<file path="src/common/wdt_pkg.sv">
// Purpose: Shared constants and types of the watchdog timeout and lock block.
// Assumes: APB register slave with 32-bit data, one aligned word per register.
// Notes: Registers are eight bits wide and sit in the low byte of the word.
package wdt_pkg;

    localparam int unsigned ADDR_W = 8;
    localparam int unsigned DATA_W = 32;
    localparam int unsigned REG_W = 8;

    // Byte addresses of the registers.
    localparam logic [7:0] CONTROL_OFFSET = 8'h00;
    localparam logic [7:0] LOCK_OFFSET = 8'h04;
    localparam logic [7:0] RESTART_OFFSET = 8'h08;
    localparam logic [7:0] STATUS_OFFSET = 8'h0C;
    localparam logic [7:0] MASK_OFFSET = 8'h10;

    // Field positions of watchdog_control.
    localparam int unsigned FLAG_BIT = 7;
    localparam int unsigned IRQ_EN_BIT = 6;
    localparam int unsigned SEL3_BIT = 5;
    localparam int unsigned UNLOCK_BIT = 4;
    localparam int unsigned SRE_BIT = 3;
    localparam int unsigned SEL2_BIT = 2;

    // Field positions and patterns of watchdog_lock_control.
    localparam int unsigned ARM_BIT = 0;
    localparam int unsigned LEVEL_LO_BIT = 1;
    localparam int unsigned LEVEL_HI_BIT = 2;
    localparam logic [2:0] LOCK_ARM_PATTERN = 3'h7;
    localparam logic [2:0] LOCK_FULL_PATTERN = 3'h4;
    localparam logic [2:0] LOCK_SIX_PATTERN = 3'h2;
    localparam logic [6:0] FULL_LOCK_MASK = 7'h7F;
    localparam logic [6:0] SIX_LOCK_MASK = 7'h3F;
    localparam logic [6:0] NO_LOCK_MASK = 7'h00;

    // Reset values.
    localparam logic SRE_RESET = 1'h0;
    localparam logic [3:0] SEL_RESET = 4'h0;
    localparam logic [2:0] EVENT_RESET = 3'h0;

    // Timed sequences stay open for four clock cycles.
    localparam int unsigned WINDOW_W = 3;
    localparam logic [2:0] TIMED_WINDOW_CYCLES = 3'h4;

    // Timeout selection: 2K oscillator cycles doubled per code up to 1024K.
    localparam int unsigned COUNT_W = 20;
    localparam logic [20:0] BASE_TICKS = 21'h000800;
    localparam logic [3:0] SEL_MAX = 4'h9;

    // Interrupt status events.
    localparam int unsigned EVENT_W = 3;
    localparam int unsigned EV_TIMEOUT = 0;
    localparam int unsigned EV_LOCKED = 1;
    localparam int unsigned EV_ABORT = 2;

    typedef enum logic [1:0] {
        LOCK_OPEN,
        LOCK_ARMED,
        LOCK_SIX,
        LOCK_FULL
    } lock_state_type;

endpackage

</file>
<file path="src/rtl/timeout_counter.sv">
// Purpose: Counts oscillator ticks and pulses once per selected timeout.
// Assumes: tick_in is a one-cycle pulse per slow oscillator period.
// Notes: Reserved select codes behave as the longest timeout.
`timescale 1ns/10ps
`default_nettype none
module timeout_counter (
    input wire logic clk_in,
    input wire logic arst_n_in,
    input wire logic enable_in,
    input wire logic restart_in,
    input wire logic tick_in,
    input wire logic [3:0] select_in,
    output logic timeout_out
);
    logic [wdt_pkg::COUNT_W-1:0] count;
    logic [wdt_pkg::COUNT_W-1:0] next_count;
    logic next_timeout;
    logic [3:0] sel_eff;
    logic [20:0] span;
    logic [wdt_pkg::COUNT_W-1:0] terminal;

    // Counting slow ticks, not clock cycles, makes the real timeout follow
    // the oscillator's actual period. [RULE2]
    always_comb begin
        sel_eff = (select_in > wdt_pkg::SEL_MAX) ? wdt_pkg::SEL_MAX
                                                 : select_in;
        span = wdt_pkg::BASE_TICKS << sel_eff; // [RULE1]
        terminal = wdt_pkg::COUNT_W'(span - 21'h000001);
        next_count = count;
        next_timeout = 1'b0;
        if (!enable_in || restart_in) begin
            next_count = '0;
        end else if (tick_in) begin
            if (count >= terminal) begin
                next_count = '0;
                next_timeout = 1'b1;
            end else begin
                next_count = count + 1'b1;
            end
        end
    end

    always_ff @(posedge clk_in or negedge arst_n_in) begin
        if (!arst_n_in) begin
            count <= '0;
            timeout_out <= 1'b0;
        end else begin
            count <= next_count;
            timeout_out <= next_timeout;
        end
    end
endmodule
`default_nettype wire

</file>
<file path="src/rtl/watchdog_lock.sv">
// Purpose: Watchdog control with timeout selection and a configuration lock.
// Assumes: APB master in the same clock domain; oscillator ticks arrive as
// one-cycle pulses synchronous to clk_in.
// Notes: Each access takes one wait state; outputs are all registered.
// Contract
// [RULE1] Select codes 0 to 9 give 2K to 1024K oscillator cycles, 10 to 15 are reserved.
// [RULE2] The timeout is counted in slow oscillator cycles, not clock cycles.
// [RULE3] The upper five bits of the lock register read zero and ignore writes.
// [RULE4] Locked control bits reject every software write until hardware reset.
// [RULE5] Arming write 111 then within four cycles write 100 locks bits six to zero.
// [RULE6] Arming write 111 then within four cycles write 010 locks bits five to zero.
// [RULE7] Software should configure then lock early, six-bit lock for interrupt use.
// [RULE8] A missing second write within four cycles drops the armed state, no lock.
// [RULE9] Clearing reset enable or changing select needs change-unlock set first.
// [RULE10] Change-unlock clears by itself four clock cycles after it is written.
// [RULE11] With both enables set, the first timeout interrupts then falls to reset mode.
// [RULE12] Software should restart the count before changing the select bits.
`timescale 1ns/10ps
`default_nettype none
module watchdog_lock (
    input wire logic clk_in,
    input wire logic arst_n_in,
    input wire logic psel_in,
    input wire logic penable_in,
    input wire logic pwrite_in,
    input wire logic [7:0] paddr_in,
    input wire logic [31:0] pwdata_in,
    output logic [31:0] prdata_out,
    output logic pready_out,
    output logic pslverr_out,
    input wire logic osc_tick_in,
    output logic irq_out,
    output logic system_reset_out
);
    // Bus state.
    logic [31:0] next_prdata;
    logic next_pready;
    logic next_pslverr;

    // Watchdog control state.
    logic irq_flag;
    logic irq_en;
    logic sre;
    logic [3:0] sel;
    logic [2:0] unlock_cnt;
    logic next_irq_flag;
    logic next_irq_en;
    logic next_sre;
    logic [3:0] next_sel;
    logic [2:0] next_unlock_cnt;
    logic next_system_reset;

    // Lock state.
    wdt_pkg::lock_state_type lock_state;
    wdt_pkg::lock_state_type next_lock_state;
    logic [2:0] arm_cnt;
    logic [2:0] next_arm_cnt;

    // Interrupt state.
    logic [2:0] events;
    logic [2:0] mask;
    logic [2:0] next_events;
    logic [2:0] next_mask;
    logic next_irq;

    // Decode and helpers.
    logic access;
    logic wr;
    logic rd;
    logic mapped;
    logic [7:0] wbyte;
    logic [7:0] control_view;
    logic [7:0] lock_view;
    logic [6:0] lock_mask;
    logic [3:0] sel_lock;
    logic unlock_open;
    logic timeout;
    logic restart;
    logic wd_enable;
    logic [2:0] ev_set;

    timeout_counter counter_inst (
        .clk_in(clk_in),
        .arst_n_in(arst_n_in),
        .enable_in(wd_enable),
        .restart_in(restart),
        .tick_in(osc_tick_in),
        .select_in(sel),
        .timeout_out(timeout)
    );

    always_comb begin
        access = psel_in && penable_in && pready_out;
        wr = access && pwrite_in;
        rd = access && !pwrite_in;
        wbyte = pwdata_in[7:0];
        mapped = (paddr_in == wdt_pkg::CONTROL_OFFSET) ||
                 (paddr_in == wdt_pkg::LOCK_OFFSET) ||
                 (paddr_in == wdt_pkg::RESTART_OFFSET) ||
                 (paddr_in == wdt_pkg::STATUS_OFFSET) ||
                 (paddr_in == wdt_pkg::MASK_OFFSET);
        unlock_open = (unlock_cnt != '0);
        wd_enable = sre || irq_en;
        restart = wr && (paddr_in == wdt_pkg::RESTART_OFFSET);
        case (lock_state)
            wdt_pkg::LOCK_FULL: lock_mask = wdt_pkg::FULL_LOCK_MASK;
            wdt_pkg::LOCK_SIX: lock_mask = wdt_pkg::SIX_LOCK_MASK;
            default: lock_mask = wdt_pkg::NO_LOCK_MASK;
        endcase
        sel_lock = {lock_mask[wdt_pkg::SEL3_BIT],
                    lock_mask[wdt_pkg::SEL2_BIT:0]};
        control_view = '0;
        control_view[wdt_pkg::FLAG_BIT] = irq_flag;
        control_view[wdt_pkg::IRQ_EN_BIT] = irq_en;
        control_view[wdt_pkg::SEL3_BIT] = sel[3];
        control_view[wdt_pkg::UNLOCK_BIT] = unlock_open;
        control_view[wdt_pkg::SRE_BIT] = sre;
        control_view[wdt_pkg::SEL2_BIT:0] = sel[2:0];
        // Upper five bits are never stored and read as zero. [RULE3]
        lock_view = '0;
        lock_view[wdt_pkg::ARM_BIT] = (lock_state == wdt_pkg::LOCK_ARMED);
        lock_view[wdt_pkg::LEVEL_LO_BIT] = (lock_state == wdt_pkg::LOCK_SIX);
        lock_view[wdt_pkg::LEVEL_HI_BIT] = (lock_state == wdt_pkg::LOCK_FULL);
    end

    // APB answer: one wait state, data and error registered with pready.
    always_comb begin
        next_pready = psel_in && penable_in && !pready_out;
        next_pslverr = 1'b0;
        next_prdata = '0;
        if (next_pready) begin
            next_pslverr = !mapped;
            if (!pwrite_in) begin
                case (paddr_in)
                    wdt_pkg::CONTROL_OFFSET: next_prdata[7:0] = control_view;
                    wdt_pkg::LOCK_OFFSET: next_prdata[7:0] = lock_view;
                    wdt_pkg::STATUS_OFFSET: next_prdata[2:0] = events;
                    wdt_pkg::MASK_OFFSET: next_prdata[2:0] = mask;
                    default: next_prdata = '0;
                endcase
            end
        end
    end

    // Watchdog control register and timeout actions.
    always_comb begin
        next_irq_flag = irq_flag;
        next_irq_en = irq_en;
        next_sre = sre;
        next_sel = sel;
        next_system_reset = 1'b0;
        next_unlock_cnt = unlock_cnt;
        if (unlock_open) begin
            next_unlock_cnt = unlock_cnt - 3'h1; // [RULE10]
        end
        if (wr && paddr_in == wdt_pkg::CONTROL_OFFSET) begin
            // The flag is outside every lock level and is cleared by a one.
            if (wbyte[wdt_pkg::FLAG_BIT]) begin
                next_irq_flag = 1'b0;
            end
            if (!lock_mask[wdt_pkg::IRQ_EN_BIT]) begin // [RULE4]
                next_irq_en = wbyte[wdt_pkg::IRQ_EN_BIT];
            end
            if (!lock_mask[wdt_pkg::UNLOCK_BIT] &&
                wbyte[wdt_pkg::UNLOCK_BIT]) begin
                next_unlock_cnt = wdt_pkg::TIMED_WINDOW_CYCLES; // [RULE10]
            end
            if (!lock_mask[wdt_pkg::SRE_BIT]) begin // [RULE4]
                // Setting is always allowed; clearing needs the open window.
                if (wbyte[wdt_pkg::SRE_BIT]) begin
                    next_sre = 1'b1;
                end else if (unlock_open) begin // [RULE9]
                    next_sre = 1'b0;
                end
            end
            if (unlock_open) begin // [RULE9]
                for (int i = 0; i < 4; i++) begin
                    if (!sel_lock[i]) begin // [RULE4]
                        next_sel[i] = (i == 3) ? wbyte[wdt_pkg::SEL3_BIT]
                                               : wbyte[i];
                    end
                end
            end
        end
        // Hardware actions come last so a timeout beats a same-cycle clear.
        if (timeout) begin
            if (irq_en) begin
                next_irq_flag = 1'b1;
                if (sre) begin
                    next_irq_en = 1'b0; // [RULE11]
                end
            end else if (sre) begin
                next_system_reset = 1'b1; // [RULE11]
            end
        end
    end

    // Lock sequence: arm, then the level write within the timed window.
    always_comb begin
        next_lock_state = lock_state;
        next_arm_cnt = arm_cnt;
        ev_set = '0;
        case (lock_state)
            wdt_pkg::LOCK_OPEN: begin
                if (wr && paddr_in == wdt_pkg::LOCK_OFFSET &&
                    wbyte[2:0] == wdt_pkg::LOCK_ARM_PATTERN) begin
                    next_lock_state = wdt_pkg::LOCK_ARMED;
                    next_arm_cnt = wdt_pkg::TIMED_WINDOW_CYCLES;
                end
            end
            wdt_pkg::LOCK_ARMED: begin
                next_arm_cnt = arm_cnt - 3'h1;
                if (wr && paddr_in == wdt_pkg::LOCK_OFFSET) begin
                    next_arm_cnt = '0;
                    if (wbyte[2:0] == wdt_pkg::LOCK_FULL_PATTERN) begin
                        next_lock_state = wdt_pkg::LOCK_FULL; // [RULE5]
                        ev_set[wdt_pkg::EV_LOCKED] = 1'b1;
                    end else if (wbyte[2:0] == wdt_pkg::LOCK_SIX_PATTERN) begin
                        next_lock_state = wdt_pkg::LOCK_SIX; // [RULE6]
                        ev_set[wdt_pkg::EV_LOCKED] = 1'b1;
                    end else begin
                        next_lock_state = wdt_pkg::LOCK_OPEN;
                        ev_set[wdt_pkg::EV_ABORT] = 1'b1;
                    end
                end else if (arm_cnt == 3'h1) begin
                    next_lock_state = wdt_pkg::LOCK_OPEN; // [RULE8]
                    ev_set[wdt_pkg::EV_ABORT] = 1'b1;
                end
            end
            // Once applied, a lock level holds until reset. [RULE4]
            wdt_pkg::LOCK_SIX: next_lock_state = wdt_pkg::LOCK_SIX;
            wdt_pkg::LOCK_FULL: next_lock_state = wdt_pkg::LOCK_FULL;
            default: next_lock_state = wdt_pkg::LOCK_OPEN;
        endcase
        ev_set[wdt_pkg::EV_TIMEOUT] = timeout && irq_en;
    end

    // Sticky events: a status read clears them, a new event wins over it.
    always_comb begin
        next_events = events;
        next_mask = mask;
        // Only the bits that the read returned are cleared, so an event that
        // lands between data capture and the access edge is not lost.
        if (rd && paddr_in == wdt_pkg::STATUS_OFFSET) begin
            next_events = events & ~prdata_out[wdt_pkg::EVENT_W-1:0];
        end
        next_events = next_events | ev_set;
        if (wr && paddr_in == wdt_pkg::MASK_OFFSET) begin
            next_mask = wbyte[wdt_pkg::EVENT_W-1:0];
        end
        next_irq = |(next_events & next_mask);
    end

    always_ff @(posedge clk_in or negedge arst_n_in) begin
        if (!arst_n_in) begin
            prdata_out <= '0;
            pready_out <= 1'b0;
            pslverr_out <= 1'b0;
        end else begin
            prdata_out <= next_prdata;
            pready_out <= next_pready;
            pslverr_out <= next_pslverr;
        end
    end

    always_ff @(posedge clk_in or negedge arst_n_in) begin
        if (!arst_n_in) begin
            irq_flag <= 1'b0;
            irq_en <= 1'b0;
            sre <= wdt_pkg::SRE_RESET;
            sel <= wdt_pkg::SEL_RESET;
            unlock_cnt <= '0;
            system_reset_out <= 1'b0;
        end else begin
            irq_flag <= next_irq_flag;
            irq_en <= next_irq_en;
            sre <= next_sre;
            sel <= next_sel;
            unlock_cnt <= next_unlock_cnt;
            system_reset_out <= next_system_reset;
        end
    end

    always_ff @(posedge clk_in or negedge arst_n_in) begin
        if (!arst_n_in) begin
            lock_state <= wdt_pkg::LOCK_OPEN;
            arm_cnt <= '0;
        end else begin
            lock_state <= next_lock_state;
            arm_cnt <= next_arm_cnt;
        end
    end

    always_ff @(posedge clk_in or negedge arst_n_in) begin
        if (!arst_n_in) begin
            events <= wdt_pkg::EVENT_RESET;
            mask <= wdt_pkg::EVENT_RESET;
            irq_out <= 1'b0;
        end else begin
            events <= next_events;
            mask <= next_mask;
            irq_out <= next_irq;
        end
    end
endmodule
`default_nettype wire

</file>
<file path="config.mk">
export PLATFORM = sky130hd
export DESIGN_NAME = watchdog_lock
export DESIGN_NICKNAME = d
export VERILOG_FILES = /design/src/common/wdt_pkg.sv /design/src/rtl/timeout_counter.sv /design/src/rtl/watchdog_lock.sv
export SDC_FILE = /design/constraint.sdc
export NUM_CORES = 1
export LEC_CHECK = 0
export ABC_AREA = 1
export BUFFER_PORTS_ARGS = -buffer_cell sky130_fd_sc_hd__buf_4
export CAP_MARGIN = 20
export CORE_ASPECT_RATIO = 2
export CORE_MARGIN = 8
export CORE_UTILIZATION = 54
export DETAILED_ROUTE_END_ITERATION = 6
export HOLD_SLACK_MARGIN = 0.15
export PLACE_DENSITY = 0.86
export RECOVER_POWER = 25
export REMOVE_ABC_BUFFERS = 1
export SYNTH_ARGS = -nofsm -noshare
export SYNTH_HDL_FRONTEND = slang
export SYNTH_SLANG_ARGS = --single-unit
export TNS_END_PERCENT = 50
</file>
<file path="constraint.sdc">
create_clock -name clk_in -period 3.2 [get_ports clk_in]
set_clock_uncertainty 0.05 [all_clocks]
set_input_delay 0.16 -clock clk_in [delete_from_list [all_inputs] [get_ports clk_in]]
set_output_delay 0.16 -clock clk_in [all_outputs]
set_load 0.03 [all_outputs]
</file>
==> impl_metrics.py, run 1 <==
metrics = {
    "run_status": {
        "status": "finished, final reports clean",
    },
    "sta": {
        "fin_crit_sh_pct": 87.7,
        "setup_viol": 0,
        "maxSlewViolCount": 0,
        "setup_slack_ps": 393,
        "min_period_ps": 2810,
        "final-hold-violation-count": 0,
        "relSlewSlack_pct": 10.7,
        "fmax_ghz": 0.356,
        "rsz0062_at_grt": "no",
        "tightest_slew_ps": 1340,
        "fin_tns_setup_ps": 0,
    },
    "finish": {
        "final_nets": 597,
        "seq_area_sq_mm": 0.00135,
        "multi_input_area_sq_mm": 0.00177,
        "drive_above_1_share_pct": 12.7,
        "nFillCells": 534,
        "n_antenna_cell": 0,
        "syn2layout_area_growth_pct": 13.4,
    },
    "floorplanning": {
        "num_io_pins": 82,
        "row_count": 41,
        "initial_core_util_pct": 55.9,
        "dieHeight_um": 130,
        "die_area_sq_mm": 0.00954,
        "die_w_um": 73.2,
        "coreArea_sq_mm": 0.00631,
    },
    "placement": {
        "hpwl_mm": 6.50,
        "io_buffers": 33,
        "pre_cts_slack_ps": 295,
        "place.gp.congestion": 0.917,
    },
    "route": {
        "drt-total-wl_mm": 8.54,
        "drc": 0,
        "dr_total_vias": 3212,
        "wl_per_cell_um": 13.7,
        "dr.pass1.iters": 4,
        "drt-vias-per-instance": 5.16,
        "drtIter0Drc": 198,
        "postRouteAntennaNets": 0,
    },
    "global_routing": {
        "grt_usage_pct": 18.8,
        "grt_max_degree": 55,
        "grt_overflow": 0,
        "antenna_found_initial": 0,
        "grt_pass1_wl_mm": 13.9,
        "grt_pass1_vias": 3177,
    },
    "critical_path": {
        "start_kind": "flop",
        "critPathTopFamily": "simple AND/OR/NAND/NOR gates",
        "critPathCaptureType": "flop",
        "path_class": "reg2reg",
        "max_stage_delay_ps": 470,
        "path_cells": "nor2_1 > inv_1 > nor2_1 > inv_1 > ha_1 > nand2_1 > xor2_1 > ha_1 > nand2_1 > nand2_1 > nand2_1 > nand3_1 > nor2_1 > nand3_2 > nand2_4 > inv_1 > nor2_1",
        "cp.required_ps": 3390,
        "rr_worst_depth": 17,
        "cp_max_fo": 12,
        "crit_cells": 17,
        "crit_arrival_ps": 2990,
        "slowest_stage": "dfrtp_1",
        "cp.buffers_inverters": 3,
    },
    "logic_synthesis": {
        "synth_commonest_cells": "nand2_1 (133), inv_1 (70), nor2_1 (64), dfrtp_1 (54), nand3_1 (39)",
        "ys_ff_latch": 54,
        "syn-mean-instance-area_sq_um": 7.23,
        "syn_inst": 488,
        "netlist_top_cells_area": "dfrtp_1 (38%), nand2_1 (14%), inv_1 (7.4%)",
        "synth_edf_count": 0,
        "synth_area_sq_mm": 0.00353,
        "yosysMostFrequentCell": "nand2_1",
        "yosys.area.top_type_share_pct": 38.3,
        "netlist.top_cell.by_area": "dfrtp_1",
        "synth_cell_types": 33,
        "ys.flop_type": "dfrtp_1",
        "synthArstFlopShare_pct": 100,
        "yosysWarnings": 0,
        "yosysSeqAreaShare_pct": 38.3,
    },
    "cts": {
        "root_buffer": "clkbuf_16",
        "cts_tree": "yes",
        "cts.htree.levels": 2,
        "cts.path.max_buffers": 2,
        "path_clk_slew_ps": 70,
        "clk-insertion-delay-late_ps": 300,
        "numCtsBuffers": 5,
        "clkSinkCount": 54,
    },
    "flow_run": {
        "maxCapViolCount": 0,
    },
    "power": {
        "power.density_mw_per_mm2": 346,
        "leakagePower_nw": 1.99,
        "vdd_drop_max_v": 0.000376,
    },
    "hold_path": {
        "whs_path_depth": 6,
        "hold_path_class": "in2reg",
    },
}
registers in the layout, summed over array words and instances (netlist names):
signal / flops
arm_cnt: 3
counter_inst.count: 20
counter_inst.timeout_out: 1
events: 3
irq_en: 1
irq_flag: 1
irq_out: 1
lock_state: 2
mask: 3
prdata_out: 8
pready_out: 1
pslverr_out: 1
sel: 4
sre: 1
system_reset_out: 1
unlock_cnt: 3
what timing repair did:
action	in CTS	in global routing
gates resized for setup	0	1
hold endpoints to repair	74	0
endpoints found under the setup margin	0	3
setup buffers	0	0
hold buffers	13	0
area by class of cell:
type,instances,area share (%)
Multi-Input combinational cell,357,44.3
Sequential cell,54,33.8
Timing Repair Buffer,47,8.72
Inverter,71,6.66
Clock buffer,6,3.47
Tap cell,86,2.69
Clock inverter,2,0.406
per-layer routing:
metal / wire, um / part of all wire (%) / track usage [%]
met5: 0 / 0 / 0
met4: 525 / 6.1 / 14.6
met3: 298 / 3.5 / 3.46
met2: 4710 / 55 / 35.6
met1: 3010 / 35 / 16.6
per-stage QoR:
step	hold slack [ps]	total power, W	instance area, sq um	std cells	util [%]
global placement	193	0.000796	3750	602	59.4
global route	317	0.00143	4000	623	63.5
detailed placement	201	0.000798	3750	602	59.4
finish	285	0.00138	4000	623	63.5
floorplan	-186	0.000753	3390	482	-
CTS	272	0.00139	4040	623	63.9
placed cells by master, fill, tap and decap left out, types with 2 or more instances in the layout:
cell / instances
a21oi_1: 11
a21oi_2: 5
buf_4: 24
clkbuf_1: 9
clkbuf_16: 5
conb_1: 24
dfrtp_1: 54
dlygate4sd3_1: 13
ha_1: 15
inv_1: 70
nand2_1: 133
nand2_2: 3
nand2_4: 2
nand3_1: 39
nand3_2: 5
nand4_1: 3
nor2_1: 64
nor2_2: 11
nor2_4: 3
nor3_1: 8
nor3_2: 3
o21a_1: 2
o21ai_0: 11
o21ai_1: 3
o22ai_1: 3
xor2_1: 3
worst reg2reg max path, stage by stage (launching register included):
cell and delay, ps:
dfrtp_1 470, nor2_1 170, inv_1 70, nor2_1 170, inv_1 70, ha_1 220
nand2_1 90, xor2_1 160, ha_1 260, nand2_1 60, nand2_1 40, nand2_1 60
nand3_1 100, nor2_1 180, nand3_2 130, nand2_4 170, inv_1 150, nor2_1 120
final timing paths:
path,from,end,slack (ps)
setup / recovery,sel[1],counter_inst.count[14],390
hold / removal,paddr_in[0],lock_state[1],290
setup reg to reg,sel[1],counter_inst.count[14],390
hold reg to reg,irq_en,system_reset_out,420
max in group asynchronous,arst_n_in,counter_inst.count[6],1660
min in group asynchronous,arst_n_in,counter_inst.count[18],650
kinds of logic after synthesis:
group	share of synthesized area, %
buffers and inverters	14.0
XOR/XNOR	0.993
adder cells (fa/ha/maj)	5.32
flip-flops	38.3
AND/OR/NAND/NOR	35.1
other	0.106
AO/OA/AOI/OAI	6.13
power breakdown:
group	switching [W]	leakage, nW	internal (W)
combinational	0.0000807	1.20	0.0000331
clock	0.000270	0.0735	0.000315
sequential	0.00000140	0.722	0.000684
total	0.000352	1.99	0.00103
No activity file was read; power rests on OpenSTA's default activity.
==> run 2, diff against run 1 <==
--- a/config.mk
+++ b/config.mk
@@ -10,13 +10,15 @@
 export CAP_MARGIN = 20
 export CORE_ASPECT_RATIO = 2
 export CORE_MARGIN = 8
-export CORE_UTILIZATION = 54
+export CORE_UTILIZATION = 55
 export DETAILED_ROUTE_END_ITERATION = 6
 export HOLD_SLACK_MARGIN = 0.15
-export PLACE_DENSITY = 0.86
+export PLACE_DENSITY = 0.87
 export RECOVER_POWER = 25
 export REMOVE_ABC_BUFFERS = 1
+export SETUP_SLACK_MARGIN = 0.4
 export SYNTH_ARGS = -nofsm -noshare
 export SYNTH_HDL_FRONTEND = slang
+export SYNTH_HIERARCHICAL = 1
 export SYNTH_SLANG_ARGS = --single-unit
 export TNS_END_PERCENT = 50
==> run 2 against run 1 <==
  * Clock-buffer cell count rose by 2
  * Non-clock buffer count did not move
  * Via count fell by 5.2%
  * Area after synthesis rose by 3.0%
  * Synthesized cell count fell by 3.5%
  * Register-to-register slack improved by 240 ps
  * Fmax rose by 9.3%
  * First-iteration DRC count rose by 21%
  * Die area rose by 0.97%
  * Cell area rose by 3.3%
  * Critical path type unchanged
  * Critical endpoint is now counter_inst/count[16]
  * Largest cell class unchanged
==> impl_metrics.py, run 2 <==
metrics = {
    "route": {
        "drt-vias-per-instance": 5.00,
        "dr.pass1.iters": 4,
        "drtIter0Drc": 239,
        "dr_total_vias": 3045,
        "drt-total-wl_mm": 7.60,
        "wl_per_cell_um": 12.5,
        "postRouteAntennaNets": 0,
        "drc": 0,
    },
    "sta": {
        "tightest_slew_ps": 1320,
        "holdWs_ps": 157,
        "fin_crit_sh_pct": 80.3,
        "setup_viol": 0,
        "fmax_ghz": 0.389,
        "relSlewSlack_pct": 12.2,
        "fin_tns_setup_ps": 0,
        "setup_slack_ps": 632,
        "final-hold-violation-count": 0,
        "maxSlewViolCount": 0,
        "rsz0062_at_grt": "no",
        "min_period_ps": 2570,
    },
    "power": {
        "finalPower_w": 0.00139,
        "vdd_drop_max_v": 0.000386,
        "power.density_mw_per_mm2": 335,
        "leakagePower_nw": 1.98,
    },
    "logic_synthesis": {
        "netlist.top_cell.by_area": "dfrtp_1",
        "syn-mean-instance-area_sq_um": 7.72,
        "syn_inst": 471,
        "netlist_top_cells_area": "dfrtp_1 (37%), nand2_1 (13%), inv_1 (6.1%)",
        "yosysMostFrequentCell": "nand2_1",
        "yosysWarnings": 6,
        "yosys.area.top_type_share_pct": 37.2,
        "synth_edf_count": 0,
        "synth_cell_types": 38,
        "synthArstFlopShare_pct": 100,
        "synth_area_sq_mm": 0.00364,
        "ys.flop_type": "dfrtp_1",
        "ys_ff_latch": 54,
        "yosysSeqAreaShare_pct": 37.2,
        "synth_commonest_cells": "nand2_1 (123), inv_1 (59), dfrtp_1 (54), nor2_1 (40), nand3_1 (34)",
    },
    "cts": {
        "numCtsBuffers": 5,
        "cts.path.max_buffers": 2,
        "root_buffer": "clkbuf_16",
        "clkSinkCount": 54,
        "cts.htree.levels": 2,
        "path_clk_slew_ps": 70,
        "cts_tree": "yes",
        "clk-insertion-delay-late_ps": 290,
    },
    "critical_path": {
        "path_class": "reg2reg",
        "cp.required_ps": 3370,
        "cp_max_fo": 15,
        "crit_arrival_ps": 2740,
        "critPathCaptureType": "flop",
        "start_kind": "flop",
    },
    "floorplanning": {
        "die_area_sq_mm": 0.00963,
        "coreArea_sq_mm": 0.00652,
        "initial_core_util_pct": 55.8,
        "num_io_pins": 82,
        "row_count": 42,
        "dieHeight_um": 131,
        "die_w_um": 73.5,
    },
    "placement": {
        "place.gp.congestion": 0.858,
        "io_buffers": 33,
        "place_inst": 589,
        "pre_cts_slack_ps": 538,
        "hpwl_mm": 5.72,
    },
    "finish": {
        "top_regs": "counter_inst/count: 20 flops, prdata_out: 8 flops, sel: 4 flops",
        "stdcell_count": 609,
        "syn2layout_area_growth_pct": 13.7,
        "final_nets": 581,
        "layout_common_cells": "nand2_1 (123), inv_1 (59), dfrtp_1 (52), nor2_1 (39), nand3_1 (34)",
        "final_common_cell": "nand2_1",
        "nFillCells": 577,
        "top_register": "counter_inst/count",
        "largest_reg_flops": 20,
        "drive_above_1_share_pct": 15.9,
        "multi_input_area_sq_mm": 0.00191,
        "n_antenna_cell": 0,
        "seq_area_sq_mm": 0.00135,
    },
    "global_routing": {
        "grt_pass1_wl_mm": 12.9,
        "grt_overflow": 0,
        "grt_max_degree": 55,
        "antenna_found_initial": 0,
        "grt_pass1_vias": 2978,
        "grt_usage_pct": 16.8,
    },
    "hold_path": {
        "hold_path_class": "in2reg",
    },
    "flow_run": {
        "maxCapViolCount": 0,
    },
    "run_status": {
        "status": "finished, final reports clean",
    },
}
[run 2: cell count changes after synthesis, sizes merged, moves of 6 or more]
cell   change
a21oi      +8
inv        -9
nand2     -10
nand4      +6
nor2      -22
xor2       +9
[run 2: worst paths after layout]
check / to / start / cells after the start / slack (ps)
min in group asynchronous: prdata_out[2] / arst_n_in / 2 / 640
hold reg to reg: system_reset_out / irq_en / 1 / 420
setup reg to reg: counter_inst/count[16] / sel[2] / 13 / 630
max in group asynchronous: sel[3] / arst_n_in / 2 / 1570
setup / recovery: counter_inst/count[16] / sel[2] / 13 / 630
hold / removal: sel[0] / pwdata_in[0] / 3 / 160
[run 2: stage by stage]
stage	area (sq um)	utilization (%)
floorplan	3510	-
global placement	3880	59.5
detailed placement	3880	59.5
CTS	4150	63.6
global route	4140	63.5
finish	4140	63.5
[run 2: layer usage]
| metal | up-vias | global-route usage (%) | routed length, um |
|---|---|---|---|
| met4 | 0 | 6.17 | 110 |
| li1 | 1542 | - | - |
| met3 | 8 | 3.52 | 370 |
| met1 | 1430 | 19.3 | 3210 |
| met5 | - | 0 | 0 |
| met2 | 65 | 29.5 | 3910 |
[run 2: area by class of cell]
class / count / area share [%]
multi-input combinational: 348 / 46.3
inverter: 64 / 5.93
timing repair buffer: 47 / 8.38
tap: 88 / 2.66
sequential: 54 / 32.7
clock buffer: 8 / 4.02
[run 2: critical path: stages, from the launching register on]
cell and delay [ps]:
dfrtp_1 460, nor2_2 170, nand3_1 100, ha_1 220, nand2_1 100, nor2_1 60
xor2_1 150, ha_1 300, a21oi_1 150, o21ai_0 120, nor2_2 190, nand3_4 100
buf_12 160, a21oi_1 140
[run 2: report_power, final]
group	switching (W)	leakage [nW]	total [W]	internal [W]
registers	0.00000244	0.725	0.000688	0.000685
clock network	0.000228	0.0832	0.000582	0.000354
logic	0.0000838	1.18	0.000117	0.0000334
total	0.000314	1.98	0.00139	0.00107
[run 2: logic make-up after synthesis]
family / synth area share (%)
simple gates: 32.4
compound gates: 8.91
fa+ha+maj: 5.16
xor+xnor: 3.61
flops: 37.2
buf+inv: 12.7
other cells: 0.103
[run 2: timing repair]
| item | CTS | global route |
|---|---|---|
| endpoints found under the hold margin | 64 | 0 |
| hold buffers | 10 | 0 |
| setup buffers | 0 | 2 |
| endpoints found under the setup margin | 0 | 20 |
| resized for setup | 0 | 3 |
==> run 3, diff against run 2 <==
==> constraint.sdc (replaced) <==
create_clock -name clk_in -period 2.53 [get_ports clk_in]
set_clock_uncertainty 0.05 [all_clocks]
set_input_delay 0.1265 -clock clk_in [delete_from_list [all_inputs] [get_ports clk_in]]
set_output_delay 0.1265 -clock clk_in [all_outputs]
set_load 0.03 [all_outputs]
==> run 3 against run 2 <==
  * Sequential power is 26% higher
  * Non-clock buffer count is 18 higher
  * The flow now finishes with violations (negative setup slack)
  * Total power is 21% higher
  * Critical path type unchanged
  * Global-route usage is 1.0 points higher
  * Cell count is 2.8% higher
  * Setup slack worse by 700 ps
  * Critical endpoint unchanged
==> impl_metrics.py, run 3 (synthesized netlist as in run 2, its figures left out) <==
metrics = {
    "route": {
        "dr_total_vias": 3389,
        "drt-total-wl_mm": 9.71,
        "drt-vias-per-instance": 5.41,
        "postRouteAntennaNets": 0,
        "dr.pass1.iters": 6,
        "drc": 0,
        "wl_per_cell_um": 15.5,
        "drtIter0Drc": 227,
    },
    "sta": {
        "relSlewSlack_pct": 11.0,
        "rsz0062_at_grt": "yes",
        "tightest_slew_ps": 1340,
        "final-hold-violation-count": 0,
        "holdWs_ps": 179,
        "fmax_ghz": 0.385,
        "setup_slack_ps": -66.1,
        "fin_tns_setup_ps": -602,
        "setup_viol": 15,
        "fin_crit_sh_pct": 103,
        "min_period_ps": 2600,
        "maxSlewViolCount": 0,
    },
    "flow_run": {
        "maxCapViolCount": 0,
    },
    "floorplanning": {
        "die_area_sq_mm": 0.00963,
        "coreArea_sq_mm": 0.00652,
        "row_count": 42,
        "dieHeight_um": 131,
        "die_w_um": 73.5,
        "num_io_pins": 82,
        "initial_core_util_pct": 55.8,
    },
    "global_routing": {
        "grt_pass1_vias": 3188,
        "grt_usage_pct": 17.9,
        "antenna_found_initial": 0,
        "grt_max_degree": 55,
        "grt_pass1_wl_mm": 13.7,
        "grt_overflow": 0,
    },
    "cts": {
        "numCtsBuffers": 5,
        "clkSinkCount": 54,
        "clk-insertion-delay-late_ps": 290,
        "cts.htree.levels": 2,
        "path_clk_slew_ps": 70,
        "cts_tree": "yes",
        "root_buffer": "clkbuf_16",
        "cts.path.max_buffers": 2,
    },
    "critical_path": {
        "critPathCaptureType": "flop",
        "crit_arrival_ps": 2770,
        "cp.required_ps": 2700,
        "start_kind": "flop",
        "cp_common_cell": "nand3_4",
        "cp_max_fo": 5,
        "path_class": "reg2reg",
        "slowest_stage": "dfrtp_2",
        "path_cells": "inv_1 > nand3_4 > ha_4 > nand2_4 > nor2_2 > xor2_1 > ha_1 > a21oi_2 > o21ai_2 > nor2_4 > nand3_4 > buf_12 > a21oi_4",
        "max_stage_delay_ps": 460,
    },
    "finish": {
        "top_register": "counter_inst/count",
        "final_common_cell": "nand2_1",
        "top_regs": "counter_inst/count: 20 flops, prdata_out: 8 flops, sel: 4 flops",
        "final_nets": 599,
        "largest_reg_flops": 20,
        "syn2layout_area_growth_pct": 21.8,
        "layout_common_cells": "nand2_1 (119), inv_1 (55), dfrtp_1 (53), nor2_1 (36), buf_4 (31)",
        "drive_above_1_share_pct": 22.5,
        "n_antenna_cell": 0,
    },
    "placement": {
        "io_buffers": 33,
        "place.gp.congestion": 0.891,
        "hpwl_mm": 5.77,
    },
    "run_status": {
        "status": "finished, violations left",
        "violations": "negative setup slack",
    },
    "power": {
        "finalPower_w": 0.00168,
        "leakagePower_nw": 2.08,
        "vdd_drop_max_v": 0.000558,
        "power.density_mw_per_mm2": 378,
    },
    "hold_path": {
        "hold_path_class": "in2reg",
    },
}
run 3: changes by cell type in the layout (fill, tap and decap cells not counted), moves of 3 or more:
cell      change
a21oi_1       -5
a21oi_2       +3
buf_4         +7
buf_6         +6
clkbuf_8      -3
inv_1         -4
inv_2         +3
nand2_1       -4
nand2_2       +3
nand3_1       -4
nand3_2       +3
nor2_1        -3
run 3: final cells by class:
class / count / area [sq um]
inverters: 64 / 248
clock buffers: 5 / 125
fillers: 534 / 2080
multi-input cells: 348 / 2050
flip-flops and latches: 54 / 1350
repair buffers: 65 / 536
well taps: 88 / 110
clock inverters: 2 / 10.0
run 3: timing repair:
item / CTS / global route
buffers inserted: 8 / 4
endpoints found under the setup margin: 21 / 21
cloned: 0 / 1
hold buffers: 12 / 0
endpoints found under the hold margin: 69 / 0
gates resized for setup: 6 / 38
pin swaps: 3 / 13
run 3: critical path: cells and delay by family, from the launching register on:
family / cells / cell delay (ps)
adder cells (fa/ha/maj): 2 / 520
flip-flops: 1 / 460
XOR/XNOR: 1 / 140
buffers and inverters: 2 / 380
AO/OA/AOI/OAI: 3 / 390
AND/OR/NAND/NOR: 5 / 570
run 3: path summary, 6_finish.rpt:
path                           start  cells past startpoint  slack, ps                      to
min                        pwrite_in                      5        180               events[2]
max in group asynchronous  arst_n_in                      2        930                  sel[0]
min reg2reg                   irq_en                      1        410        system_reset_out
max reg2reg                   sel[0]                     13        -70  counter_inst/count[16]
min in group asynchronous  arst_n_in                      2        620           prdata_out[1]
max                           sel[0]                     13        -70  counter_inst/count[16]
run 3: layer usage:
layer,up-vias,GRT usage (%),wire (um)
li1,1582,-,-
met1,1608,19.4,3590
met2,160,32.2,5040
met3,39,3.98,708
met4,0,6.52,374
met5,-,0,0
run 3: stage by stage:
| step | setup WS [ps] | instance area [sq um] | instances | util, % |
|---|---|---|---|---|
| floorplan | -41.0 | 3510 | 466 | - |
| global placement | 39.2 | 3930 | 594 | 60.3 |
| detailed placement | -62.6 | 3930 | 594 | 60.3 |
| CTS | 130 | 4270 | 621 | 65.6 |
| global route | -95.7 | 4430 | 626 | 68.0 |
| finish | -66.1 | 4430 | 626 | 68.0 |
run 3: power by group:
part	internal (W)	switching (W)	total [W]	leakage, nW
Combinational	0.0000450	0.000108	0.000153	1.28
Sequential	0.000867	0.00000354	0.000870	0.725
Clock	0.000358	0.000294	0.000652	0.0694
